File: config.mk
export PLATFORM = sky130hd
export DESIGN_NAME = bram_monitor
export DESIGN_NICKNAME = d
export VERILOG_FILES = /design/src/bram_pkg.sv /design/src/bram_monitor.sv
export SDC_FILE = /design/constraint.sdc
export NUM_CORES = 1
export LEC_CHECK = 0
export BUFFER_PORTS_ARGS = -buffer_cell sky130_fd_sc_hd__buf_2
export CORE_AREA = 5 5 106 108
export CTS_CLUSTER_DIAMETER = 100
export DETAILED_ROUTE_END_ITERATION = 10
export DIE_AREA = 0 0 111 113
export PLACE_DENSITY = 0.87
export SYNTH_ARGS = -nofsm -noshare
export SYNTH_HDL_FRONTEND = slang
export SYNTH_SLANG_ARGS = --single-unit
File: constraint.sdc
create_clock -name pclk -period 3.53 [get_ports pclk]
set_clock_uncertainty 0.2 [all_clocks]
set_input_delay 0.353 -clock pclk [delete_from_list [all_inputs] [get_ports pclk]]
set_output_delay 0.353 -clock pclk [all_outputs]
set_load 0.03 [all_outputs]
File: src/bram_pkg.sv
// Shared constants and types for the boot remap and abort monitor.
// Assumes one system clock domain and a 32-bit APB register port.
package bram_pkg;
  // ==========================================================
  // Register offsets (byte addresses on the APB port)
  localparam logic [7:0] BRAM_OFF_REMAP = 8'h00;
  localparam logic [7:0] BRAM_OFF_STATUS = 8'h04;
  localparam logic [7:0] BRAM_OFF_ADDR = 8'h08;
  // ==========================================================
  // Status field positions
  localparam int BRAM_ST_UNDEF = 0;
  localparam int BRAM_ST_MISAL = 1;
  localparam int BRAM_ST_SIZE = 8;
  localparam int BRAM_ST_TYPE = 10;
  localparam int BRAM_ST_SRC = 16;
  localparam int BRAM_ST_STICKY = 24;
  localparam int BRAM_REMAP_BIT = 0;
  localparam logic [31:0] BRAM_STATUS_RESET = 32'h0000_0000;
  localparam logic [31:0] BRAM_ADDR_RESET = 32'h0000_0000;
  // ==========================================================
  // Address map
  localparam logic [3:0] BRAM_AREA_INT = 4'h0;
  localparam logic [3:0] BRAM_AREA_EXT_LO = 4'h1;
  localparam logic [3:0] BRAM_AREA_EXT_HI = 4'h8;
  localparam logic [3:0] BRAM_AREA_PERIPH = 4'hF;
  localparam logic [7:0] BRAM_INT_PAGE0 = 8'h00;
  localparam logic [7:0] BRAM_INT_ROM = 8'h01;
  localparam logic [7:0] BRAM_INT_SRAM = 8'h02;
  localparam logic [7:0] BRAM_INT_USB = 8'h03;
  localparam logic [31:0] BRAM_SRAM_BASE = 32'h0020_0000;
  localparam logic [31:0] BRAM_EXT0_BASE = 32'h1000_0000;
  localparam logic [31:0] BRAM_VECTOR_TOP = 32'h0000_0020;
  localparam int BRAM_MASTERS = 4;
  localparam logic [1:0] BRAM_MST_CPU = 2'h0;
  // ==========================================================
  // Access size and kind encodings
  localparam logic [1:0] BRAM_SZ_BYTE = 2'h0;
  localparam logic [1:0] BRAM_SZ_HALF = 2'h1;
  localparam logic [1:0] BRAM_SZ_WORD = 2'h2;
  localparam logic [1:0] BRAM_KIND_READ = 2'h0;
  localparam logic [1:0] BRAM_KIND_WRITE = 2'h1;
  localparam logic [1:0] BRAM_KIND_FETCH = 2'h2;
  // ==========================================================
  // Decoded target of one access
  typedef enum logic [3:0] {
    BRAM_TGT_NONE, BRAM_TGT_ROM, BRAM_TGT_SRAM, BRAM_TGT_USB,
    BRAM_TGT_EXT, BRAM_TGT_PERIPH
  } bram_target_type;
  // One granted access from the arbiter
  typedef struct packed {
    logic valid;
    logic [1:0] master;
    logic [31:0] addr;
    logic [1:0] size;
    logic [1:0] kind;
  } bram_req_type;
  // Registered decode answer for that access
  typedef struct packed {
    logic valid;
    bram_target_type target;
    logic [2:0] ext_cs;
    logic [31:0] addr;
    logic abort;
    logic [1:0] master;
  } bram_resp_type;
endpackage : bram_pkg
File: src/bram_monitor.sv
// Page-zero mapping, boot select, remap, alignment check and abort status.
// Assumes an arbiter ahead of it presents one granted access per cycle,
// and that all interrupt inputs come from logic on pclk.
// Operation
// - Boot pin sampled in last two reset cycles
// - Page zero shows ROM or chip select zero
// - Remapped page zero shows internal SRAM
// - Aliased memory stays at native address too
// - External area zero decoded at native base
// - Lowest 32 bytes of page zero are vectors
// - Boot pin freed for general I/O after reset
// - Writing one toggles the remap state
// - Abort only on undefined or misaligned access
// - Abort broadcast; only issuing master acts
// - Full 32-bit faulting address is captured
// - Size and access type recorded on abort
// - Separate flags for undefined and misaligned
// - One source bit per master, last abort
// - Sticky per-master bit until status read
// - Data abort stores the data address
// - Misaligned word access aborted and cancelled
// - Odd half-word access aborted and cancelled
// - Processor instruction fetches skip alignment check
// - No own interrupt; bus interrupt passes through
// - Pass-through ORed into system interrupt source one
// - Internal area at 0x0040_0000 up is undefined
// - Masters numbered processor, DMA, USB, MAC
module bram_monitor
  import bram_pkg::*;
(
  // Clock and reset
  input wire logic pclk,
  input wire logic presetn,
  // APB slave
  input wire logic psel,
  input wire logic penable,
  input wire logic pwrite,
  input wire logic [7:0] paddr,
  input wire logic [31:0] pwdata,
  input wire logic [3:0] pstrb,
  output logic [31:0] prdata,
  output logic pready,
  output logic pslverr,
  // Boot strap pin
  input wire logic boot_select_pin,
  output logic boot_pin_released,
  // Granted access and its decode
  input wire bram_req_type acc_req,
  output bram_resp_type acc_resp,
  // Interrupt lines
  input wire logic ebi_irq,
  input wire logic rtc_irq,
  input wire logic system_timer_irq,
  input wire logic debug_unit_irq,
  input wire logic power_mgmt_irq,
  output logic sys_irq_src1
);
  // ==========================================================
  // Boot strap capture
  logic boot_sync1; // First synchroniser stage
  logic boot_sync2; // Second synchroniser stage
  logic boot_prev; // Sample one cycle older than boot_sync2
  logic boot_rom; // Latched choice: 1 boots from internal ROM
  logic boot_done; // High once the strap has been captured

  // Strap chain runs without reset so it keeps sampling while held
  always_ff @(posedge pclk) begin
    boot_sync1 <= boot_select_pin;
    boot_sync2 <= boot_sync1;
    boot_prev <= boot_sync2;
  end

  // Catch the last two in-reset samples at the first edge after release
  // Both samples high are needed, so a glitch never selects the ROM
  always_ff @(posedge pclk or negedge presetn) begin
    if (!presetn) begin
      boot_done <= 1'b0;
      boot_rom <= 1'b0;
    end else if (!boot_done) begin
      boot_done <= 1'b1;
      boot_rom <= boot_sync2 & boot_prev;
    end
  end

  // Pin handed to the I/O mux once the strap is held
  always_ff @(posedge pclk or negedge presetn) begin
    if (!presetn) begin
      boot_pin_released <= 1'b0;
    end else begin
      boot_pin_released <= boot_done;
    end
  end

  // ==========================================================
  // APB decode
  wire apb_setup = psel & ~penable;
  wire apb_access = psel & penable;
  wire hit_remap = (paddr == BRAM_OFF_REMAP);
  wire hit_status = (paddr == BRAM_OFF_STATUS);
  wire hit_addr = (paddr == BRAM_OFF_ADDR);
  wire hit_any = hit_remap | hit_status | hit_addr;
  wire toggle_wr = apb_access & pwrite & hit_remap & pstrb[0] &
                   pwdata[BRAM_REMAP_BIT];
  wire status_rd = apb_access & ~pwrite & hit_status;

  logic remapped; // Remap state, off after reset

  // Each write of one flips the mapping; zero has no effect
  always_ff @(posedge pclk or negedge presetn) begin
    if (!presetn) begin
      remapped <= 1'b0;
    end else if (toggle_wr) begin
      remapped <= ~remapped;
    end
  end

  // ==========================================================
  // Address decode and alignment check
  wire [3:0] area = acc_req.addr[31:28];
  wire [7:0] int_sel = acc_req.addr[27:20];
  wire in_int = (area == BRAM_AREA_INT);
  wire in_ext = (area >= BRAM_AREA_EXT_LO) && (area <= BRAM_AREA_EXT_HI);
  wire in_per = (area == BRAM_AREA_PERIPH);
  wire int_ok = in_int && (int_sel <= BRAM_INT_USB);
  wire undef_hit = ~(int_ok | in_ext | in_per);
  wire is_fetch = (acc_req.master == BRAM_MST_CPU) &&
                  (acc_req.kind == BRAM_KIND_FETCH);
  wire mis_word = (acc_req.size == BRAM_SZ_WORD) &&
                  (acc_req.addr[1:0] != 2'h0);
  wire mis_half = (acc_req.size == BRAM_SZ_HALF) && acc_req.addr[0];
  wire misal_hit = ~is_fetch & (mis_word | mis_half);
  wire abort_now = acc_req.valid & (undef_hit | misal_hit);

  // Area 0 target: SRAM when remapped, else the strap's choice
  // Vectors sit in its first 32 bytes, so this also picks them
  wire page0_is_ext = ~remapped & ~boot_rom;
  wire [31:0] page0_base = remapped ? BRAM_SRAM_BASE : BRAM_EXT0_BASE;

  bram_target_type next_target; // Combinational decode of the target
  logic [2:0] next_cs; // External chip select index
  logic [31:0] next_addr; // Address as seen by the target

  // Native addresses always decode, so aliased memory stays reachable
  always_comb begin
    next_target = BRAM_TGT_NONE;
    next_cs = 3'h0;
    next_addr = acc_req.addr;
    if (in_ext) begin
      next_target = BRAM_TGT_EXT;
      next_cs = 3'(area - BRAM_AREA_EXT_LO);
    end else if (in_per) begin
      next_target = BRAM_TGT_PERIPH;
    end else if (int_ok && int_sel == BRAM_INT_ROM) begin
      next_target = BRAM_TGT_ROM;
    end else if (int_ok && int_sel == BRAM_INT_SRAM) begin
      next_target = BRAM_TGT_SRAM;
    end else if (int_ok && int_sel == BRAM_INT_USB) begin
      next_target = BRAM_TGT_USB;
    end else if (int_ok && page0_is_ext) begin
      next_target = BRAM_TGT_EXT;
      next_addr = page0_base | {12'h000, acc_req.addr[19:0]};
    end else if (int_ok && remapped) begin
      next_target = BRAM_TGT_SRAM;
      next_addr = page0_base | {12'h000, acc_req.addr[19:0]};
    end else if (int_ok) begin
      next_target = BRAM_TGT_ROM;
    end
  end

  // Answer registered one cycle after the request; aborts cancel it
  always_ff @(posedge pclk or negedge presetn) begin
    if (!presetn) begin
      acc_resp <= '0;
    end else begin
      acc_resp.valid <= acc_req.valid & ~abort_now;
      acc_resp.target <= abort_now ? BRAM_TGT_NONE : next_target;
      acc_resp.ext_cs <= next_cs;
      acc_resp.addr <= next_addr;
      acc_resp.abort <= abort_now;
      acc_resp.master <= acc_req.master;
    end
  end

  // ==========================================================
  // Abort status
  logic undef_flag; // Last abort hit an undefined address
  logic misal_flag; // Last abort was misaligned
  logic [1:0] abort_size; // Size of the last aborted access
  logic [1:0] abort_kind; // Type of the last aborted access
  logic [3:0] src_flags; // Source of the last abort, one-hot
  logic [3:0] sticky_flags; // Earlier aborts not shown in src_flags
  logic [3:0] seen_flags; // Master aborted since the last status read
  logic [31:0] abort_addr; // Faulting address, captured whole
  wire [3:0] new_src = 4'(1) << acc_req.master;

  // Cause, size, type, source and address of the newest abort
  always_ff @(posedge pclk or negedge presetn) begin
    if (!presetn) begin
      undef_flag <= 1'b0;
      misal_flag <= 1'b0;
      abort_size <= 2'h0;
      abort_kind <= 2'h0;
      src_flags <= 4'h0;
      abort_addr <= BRAM_ADDR_RESET;
    end else if (abort_now) begin
      undef_flag <= undef_hit;
      misal_flag <= misal_hit;
      abort_size <= acc_req.size;
      abort_kind <= acc_req.kind;
      src_flags <= new_src;
      abort_addr <= acc_req.addr;
    end
  end

  // A displaced abort moves into the sticky bits; set wins over read clear
  // Only aborts since the last read count, so an already-read abort
  // that is later displaced never raises a stale sticky bit
  generate
    for (genvar m = 0; m < BRAM_MASTERS; m++) begin : g_sticky
      always_ff @(posedge pclk or negedge presetn) begin
        if (!presetn) begin
          seen_flags[m] <= 1'b0;
        end else if (abort_now && new_src[m]) begin
          seen_flags[m] <= 1'b1;
        end else if (status_rd) begin
          seen_flags[m] <= 1'b0;
        end
      end
      always_ff @(posedge pclk or negedge presetn) begin
        if (!presetn) begin
          sticky_flags[m] <= 1'b0;
        end else if (abort_now && src_flags[m] && seen_flags[m]) begin
          sticky_flags[m] <= 1'b1;
        end else if (status_rd) begin
          sticky_flags[m] <= 1'b0;
        end
      end
    end
  endgenerate

  // Status word assembled from the fields
  logic [31:0] status_word;
  always_comb begin
    status_word = BRAM_STATUS_RESET;
    status_word[BRAM_ST_UNDEF] = undef_flag;
    status_word[BRAM_ST_MISAL] = misal_flag;
    status_word[BRAM_ST_SIZE +: 2] = abort_size;
    status_word[BRAM_ST_TYPE +: 2] = abort_kind;
    status_word[BRAM_ST_SRC +: 4] = src_flags;
    status_word[BRAM_ST_STICKY +: 4] = sticky_flags;
  end

  wire [31:0] read_mux = hit_status ? status_word :
                         hit_addr ? abort_addr : 32'h0000_0000;

  // Read data and error prepared in setup, so the access has no wait
  always_ff @(posedge pclk or negedge presetn) begin
    if (!presetn) begin
      prdata <= 32'h0000_0000;
      pslverr <= 1'b0;
      pready <= 1'b0;
    end else begin
      pready <= 1'b1;
      if (apb_setup) begin
        prdata <= pwrite ? 32'h0000_0000 : read_mux;
        pslverr <= ~hit_any;
      end
    end
  end

  // ==========================================================
  // Interrupt pass-through, registered only to keep outputs clean
  always_ff @(posedge pclk or negedge presetn) begin
    if (!presetn) begin
      sys_irq_src1 <= 1'b0;
    end else begin
      sys_irq_src1 <= ebi_irq | rtc_irq | system_timer_irq |
                      debug_unit_irq | power_mgmt_irq;
    end
  end

  // ==========================================================
  // Checks
  wire req_word_mis = acc_req.valid && mis_word && !is_fetch;
  misalign_word_a: assert property (@(posedge pclk) disable iff (!presetn)
    req_word_mis |=> acc_resp.abort && misal_flag && !acc_resp.valid)
    else $error("misaligned word not aborted");
  half_odd_a: assert property (@(posedge pclk) disable iff (!presetn)
    (acc_req.valid && mis_half && !is_fetch) |=> acc_resp.abort)
    else $error("odd half-word not aborted");
  fetch_free_a: assert property (@(posedge pclk) disable iff (!presetn)
    (acc_req.valid && is_fetch && !undef_hit) |=> !acc_resp.abort)
    else $error("instruction fetch was aborted");
  undef_area_a: assert property (@(posedge pclk) disable iff (!presetn)
    (acc_req.valid && in_int && int_sel > BRAM_INT_USB)
    |=> acc_resp.abort && undef_flag)
    else $error("undefined internal address not aborted");
  addr_capture_a: assert property (@(posedge pclk) disable iff (!presetn)
    acc_resp.abort |-> abort_addr == $past(acc_req.addr))
    else $error("abort address not captured");
  src_onehot_a: assert property (@(posedge pclk) disable iff (!presetn)
    acc_resp.abort |-> src_flags == (4'(1) << acc_resp.master))
    else $error("abort source bit wrong");
  remap_toggle_a: assert property (@(posedge pclk) disable iff (!presetn)
    toggle_wr |=> remapped != $past(remapped))
    else $error("remap did not toggle");
  page0_sram_a: assert property (@(posedge pclk) disable iff (!presetn)
    (acc_req.valid && in_int && int_sel == BRAM_INT_PAGE0 && remapped
     && !misal_hit) |=> acc_resp.target == BRAM_TGT_SRAM)
    else $error("remapped page zero not on SRAM");
  sticky_set_a: assert property (@(posedge pclk) disable iff (!presetn)
    (abort_now && src_flags[acc_req.master] && seen_flags[acc_req.master])
    |=>
    sticky_flags[$past(acc_req.master)])
    else $error("sticky bit not set");
  irq_pass_a: assert property (@(posedge pclk) disable iff (!presetn)
    ##1 sys_irq_src1 == $past(ebi_irq | rtc_irq | system_timer_irq |
    debug_unit_irq | power_mgmt_irq))
    else $error("system interrupt not passed");
  cov_remap_c: cover property (@(posedge pclk) disable iff (!presetn)
    toggle_wr ##[1:20] toggle_wr);
  cov_abort_c: cover property (@(posedge pclk) disable iff (!presetn)
    abort_now ##1 status_rd);
  cov_sticky_c: cover property (@(posedge pclk) disable iff (!presetn)
    abort_now && src_flags[acc_req.master]);
endmodule : bram_monitor

==> results of run 1 <==
-- per-stage QoR --
step	utilization [%]	setup WS, ns	hold WS [ns]	std cells
floorplan	-	1.321	-0.1426	332
global placement	56.32	0.7335	0.1117	588
detailed placement	56.32	0.6685	0.1220	588
CTS	67.84	0.6296	0.008952	666
global route	67.84	0.4241	0.01725	666
finish	67.84	0.6220	0.02623	666
-- sequential cells by signal, indices dropped and copies added (netlist names), 2 cells and up --
register	flops
acc_resp	42
abort_size	2
prdata	32
seen_flags	4
abort_addr	32
abort_kind	2
src_flags	4
status_word	4
-- synth_stat cells (3+ instances only) --
library cell,n
nand3_1,3
dfxtp_1,3
nand2_1,11
o21ai_0,5
nor4_1,3
a21oi_1,4
and2_1,15
a32o_1,5
a221o_1,14
clkbuf_1,15
o2bb2ai_1,4
a22o_1,21
nor2_1,14
a31oi_1,3
buf_6,3
nor2b_1,4
mux2_4,20
ha_1,3
nor3_1,4
inv_1,4
dfrtp_1,130
mux2_1,17
-- final cells by class --
| cell class | instances | area share, % |
|---|---|---|
| clock buffer | 18 | 6.222 |
| sequential | 133 | 48.17 |
| tap | 136 | 2.474 |
| timing repair buffer | 188 | 17.30 |
| inverter | 5 | 0.3093 |
| clock inverter | 14 | 4.057 |
| multi-input combinational | 172 | 21.47 |
-- critical path: cells and delay by family --
kind / cells / cell delay, ns
buffers and inverters: 4 / 1.21
adder cells (fa/ha/maj): 1 / 0.20
AO/OA/AOI/OAI: 2 / 0.37
AND/OR/NAND/NOR: 2 / 0.54
multiplexers: 1 / 0.38
-- layer usage --
layer	share of wire [%]	wire (µm)	track usage [%]
met3	6.2	757	6.684
met1	40	4943	24.16
met4	1.7	207	8.374
met5	0	0	0
met2	52	6362	35.03
-- power by group through the flow --
stage          Clock (µW)  Sequential, µW  Combinational (µW)
4_1_cts              2120            1740                 429
6_report             2090            1740                 423
3_3_place_gp            0            1750                 373
5_1_grt              2190            1750                 462
3_5_place_dp            0            1760                 387
2_1_floorplan           0            1800                 190
-- cell families (layout without fill, tap and decap cells) --
family | count (synthesis) | in the layout | share of synthesized area [%]
adders and majority gates | 3 | 3 | 0.7625
muxes | 37 | 37 | 9.987
buffers and inverters | 27 | 225 | 2.770
other | 2 | 2 | 0.1525
and+or+nand+nor | 65 | 65 | 7.573
DFF | 133 | 133 | 67.29
xor gates and xnor gates | 2 | 2 | 0.3558
AOI/OAI and AO/OA | 63 | 63 | 11.11
-- worst min-delay path by stage --
| stage | to | slack, ns | cells after the start |
|---|---|---|---|
| floorplan | abort_addr[0] | -0.14 | 0 |
| CTS | remapped | 0.009 | 4 |
| global route | remapped | 0.02 | 4 |
| detailed placement | boot_sync2 | 0.12 | 0 |
| global placement | boot_sync2 | 0.11 | 0 |
| finish | remapped | 0.03 | 4 |
-- what timing repair did --
item                                   4_1_cts  5_1_grt
endpoints found under the hold margin      164        0
resized for setup                            0        0
hold buffers                                46        0
==> out/qor.yml, run 1 <==
cts_root_buf: "clkbuf_8"
start_kind: "primary input"
cp.required_ns: 3.73
rr_worst_depth: 4
yosys.area.top_type_share_pct: 66.07
yosys_warnings: 0
period_share_pct: 82.38
wire_per_inst_um: 18.42
drive_above_1_share_pct: 38.49
slowest_stage: "dlygate4sd3_1"
final_cell_mix: "buf_2, dfrtp_1, dlygate4sd3_1"
min_period_ns: 2.908
ys_seq_area_share_pct: 67.29
finalMaxSlewViolations: 0
grt_first_pass_wirelength_um: 20100
postCtsSetupBuffers: 0
cp.arrival_ns: 3.11
tns_ns: 0
pwr-share-comb_pct: 10.0
clkPwrFrac_pct: 49.1
avgSynthCellArea_um2: 14.83
rows: 37
crit_end: "abort_kind[0]"
setup_viol: 0
grt-ovfl-total: 0
intPower_uw: 3312
ys_top_cells_by_area: "dfrtp_1, mux2_4, mux2_1"
p_leak_uw: 0.003400
cts-buffers-inserted: 17
postSynthNetCount: 429
ys_ff_latch: 133
firstDrtPassIters: 4
synth-edff-count: 0
syn_area_um2: 4923
slew_headroom_pct: 51.42
regArea_um2: 3313
powerDensity_nw_per_um2: 618.1
max_freq_ghz: 0.3439
synth_cells: 332
power.net_switching_uw: 939.2
reg2reg_slack_ns: 2.18
worstSetupPathType: "in2reg"
place_congestion: 0.8197
grt_pass1_vias: 3892
reg2reg_to: "acc_resp[38]"
via_per_inst: 5.227
cp-startpoint: "acc_req[33]"
report.power.total_uw: 4251
cts_sinks: 133
slowest_delay_ns: 0.53
multiInputGateArea_um2: 1476
grt_max_degree: 85
ios: 173
dieArea_um2: 12540
yosys_most_used_dff: "dfrtp_1"
antenna_found_initial: 0
core_area_um2: 10140
cts_buffer_depth: 2
layout.nets: 614
clkTransAtPathRegs_ns: 0.06
layout_commonest_cell: "buf_2"
cp_cell_sequence: "dlygate4sd3_1 > buf_2 > inv_1 > ha_1 > nor4b_2 > a31oi_2 > o21ai_4 > nand2_4 > inv_4 > mux2_1"
hold_class: "in2reg"
pwr-share-seq_pct: 40.9
insertion_delay_ns: 0.52
maxCapViolCount: 0
synth_cell_type_count: 44
sw_frac_of_total_pct: 22.09
cts_tree: "done"
ctsHtreeMaxLevel: 4
ys_async_sr_fraction_pct: 97.74
cp_max_fo: 33
final_area_um2: 6878
worstSetupEndpointType: "register"
tightestPinTransition_ns: 0.7287
fillers: 714
vias: 3481
grt.total_usage_pct: 20.54
finalHoldViolCount: 0
dpl.hpwl_um: 8106
drt_iter0_drc: 178
yosys.area.top_type: "dfrtp_1"
vdd_drop_max_mv: 0.3232
grt_setup_unrepaired: "false"
routed_wl_um: 12270
numPortBuffers: 137
r2r-start: "boot_rom"
area_delta_synth_final_pct: 39.70
start_util_pct: 48.56
final_antenna_net_count: 0
antenna_cells: 0
route.detailed.drc: 0
placed_area_um2: 5710
die_h_um: 113
hp-start: "penable"
outcome: "finished, final reports clean"
die_w_um: 111
No activity file was read; power rests on OpenSTA's default activity.
==> run 2, diff against run 1 <==
--- a/config.mk
+++ b/config.mk
@@ -6,11 +6,11 @@
 export NUM_CORES = 1
 export LEC_CHECK = 0
 export BUFFER_PORTS_ARGS = -buffer_cell sky130_fd_sc_hd__buf_2
-export CORE_AREA = 5 5 106 108
+export CORE_AREA = 5 5 107 109
 export CTS_CLUSTER_DIAMETER = 100
 export DETAILED_ROUTE_END_ITERATION = 10
-export DIE_AREA = 0 0 111 113
-export PLACE_DENSITY = 0.87
+export DIE_AREA = 0 0 112 114
+export PLACE_DENSITY = 0.86
 export SYNTH_ARGS = -nofsm -noshare
 export SYNTH_HDL_FRONTEND = slang
 export SYNTH_SLANG_ARGS = --single-unit
==> constraint.sdc (replaced) <==
create_clock -name pclk -period 2.79 [get_ports pclk]
set_clock_uncertainty 0.2 [all_clocks]
set_input_delay 0.279 -clock pclk [delete_from_list [all_inputs] [get_ports pclk]]
set_output_delay 0.279 -clock pclk [all_outputs]
set_load 0.03 [all_outputs]
==> run 2 against run 1 <==
Compared with the run above: final area rose by 0.38%; sequential share of layout area decreased by 0.18 points; sequential cell count unchanged; clock power up 15%; sequential power increased by 26%; global-route usage decreased by 0.81 points; core utilization is 2.1 points lower; clock-buffer cell count did not move; highest routed layer unchanged.
==> out/qor.yml, run 2 (synthesis gave the netlist of run 1 again) <==
wire_per_inst_um: 17.61  # -4.4%
vias: 3462  # -0.55%
place_congestion: 0.8092  # -1.3%
outcome: "finished, final reports clean"
grt_first_pass_wirelength_um: 19710  # -1.9%
min_period_ns: 2.568
grt_pass1_vias: 3828  # -1.6%
grt.total_usage_pct: 19.73  # -0.81 points
grt_setup_unrepaired: "false"
die_w_um: 112  # +0.90%
start_kind: "primary input"
cp_cell_sequence: "dlygate4sd3_1 > buf_2 > inv_1 > ha_1 > nor4b_2 > a31oi_2 > o21ai_4 > nand2_4 > inv_4 > buf_4 > mux2_1"
slowest_stage: "dlygate4sd3_1"
ios: 173  # unchanged
dpl.hpwl_um: 7898  # -2.6%
top_regs: "acc_resp x42, abort_addr x32, prdata x32"
period_share_pct: 92.05
die_h_um: 114  # +0.88%
p_leak_uw: 0.003412  # +0.35%
slew_headroom_pct: 55.84  # +4.4 points
final_cell_mix: "buf_2, dfrtp_1, dlygate4sd3_1"
vdd_drop_max_mv: 0.4467  # +38%
hold_class: "in2reg"
instances_no_fill: 677  # +1.7%
cts-buffers-inserted: 17  # unchanged
via_per_inst: 5.114  # -2.2%
dp.cells: 597  # +1.5%
largest_reg_flops: 42  # unchanged
dp_slack_ns: 0.2649  # -0.4036 ns
slowest_delay_ns: 0.54  # about the same
cts_buffer_depth: 2  # unchanged
cts_tree: "done"
drive_above_1_share_pct: 38.73  # +0.24 points
setup_ws_ns: 0.2219  # -0.4001 ns
grt_max_degree: 60  # -29%
layout.nets: 621  # +1.1%
area_delta_synth_final_pct: 40.23
final_area_um2: 6904  # +0.38%
cts_root_buf: "clkbuf_8"
layout_commonest_cell: "buf_2"
finalMaxSlewViolations: 0  # unchanged
core_area_um2: 10510  # +3.6%
rr_worst_depth: 4  # unchanged
worstSetupPathType: "in2reg"
start_util_pct: 46.86  # -1.7 points
dieArea_um2: 12770  # +1.8%
cp.required_ns: 2.99  # -0.74 ns
max_freq_ghz: 0.3894
tns_ns: 0  # unchanged
crit_end: "src_flags[0]"
worstSetupEndpointType: "register"
antenna_found_initial: 0  # unchanged
clkTransAtPathRegs_ns: 0.06  # about the same
rows: 38  # +2.7%
drt_iter0_drc: 189  # +6.2%
setup_viol: 0  # unchanged
cts_sinks: 133  # unchanged
powerDensity_nw_per_um2: 745.2  # +21%
largest_register: "acc_resp"
firstDrtPassIters: 4  # unchanged
numPortBuffers: 137  # unchanged
insertion_delay_ns: 0.52  # about the same
final_antenna_net_count: 0  # unchanged
maxCapViolCount: 0  # unchanged
cp-startpoint: "acc_req[33]"
tightestPinTransition_ns: 0.6608  # -0.06786 ns
routed_wl_um: 11920  # -2.9%
cp.arrival_ns: 2.77  # -0.34 ns
cp_max_fo: 17  # -48%
reg2reg_slack_ns: 1.46  # -0.72 ns
finalHoldViolCount: 0  # unchanged
r2r-start: "boot_rom"
placed_area_um2: 5783  # +1.3%
route.detailed.drc: 0  # unchanged
antenna_cells: 0  # unchanged
grt-ovfl-total: 0  # unchanged
reg2reg_to: "acc_resp[38]"
ctsHtreeMaxLevel: 4  # unchanged
-- run 2: stage by stage --
stage	util, %	power [µW]	hold slack [ns]
after detailed placement	55.04	2729	0.08135
after global routing	65.71	5349	0.09138
after CTS	65.71	5191	0.05536
after global placement	55.04	2701	0.06849
final	65.71	5145	0.08325
after floorplan	-	2519	-0.2166
-- run 2: worst min path at each step --
stage               cells after the start      from  slack [ns]       endpoint
floorplan                               0   presetn       -0.22  abort_addr[0]
global placement                        1   presetn        0.07     prdata[13]
detailed placement                      1   presetn        0.08   acc_resp[17]
CTS                                     5  paddr[0]        0.06        pslverr
global route                            5  paddr[1]        0.09        pslverr
finish                                  5  paddr[1]        0.08        pslverr
-- run 2: power by group --
part | leakage [µW] | internal, µW | switching [µW]
Combinational | 0.00150 | 265 | 280
Sequential | 0.00161 | 2100 | 94.1
Clock | 0.000307 | 1550 | 850
-- run 2: critical path: cells and delay by family --
| kind | cells | cell delay, ns |
|---|---|---|
| AOI/OAI and AO/OA | 2 | 0.39 |
| muxes | 1 | 0.37 |
| buffers and inverters | 5 | 1.10 |
| adders and majority gates | 1 | 0.21 |
| and+or+nand+nor | 2 | 0.42 |
-- run 2: final cells by class --
| cell class | instances | area, µm² |
|---|---|---|
| sequential | 133 | 3313 |
| timing repair buffer | 195 | 1272 |
| clock buffer | 18 | 417.9 |
| inverter | 5 | 21.27 |
| clock inverter | 14 | 222.7 |
| multi-input combinational | 172 | 1481 |
| fill | 744 | 3603 |
| tap | 140 | 175.2 |
-- run 2: layer usage --
layer / global-route usage (%) / vias up / share of wire, %
li1: - / 1573 / -
met3: 5.729 / 22 / 6.5
met5: 0 / - / 0
met1: 24.20 / 1739 / 42
met2: 33.81 / 128 / 50
met4: 6.571 / 0 / 1.6
-- run 2: repair_timing --
action / in CTS / in global routing
hold buffers: 48 / 0
gates resized for setup: 0 / 0
hold endpoints to repair: 189 / 0
setup buffers: 0 / 0
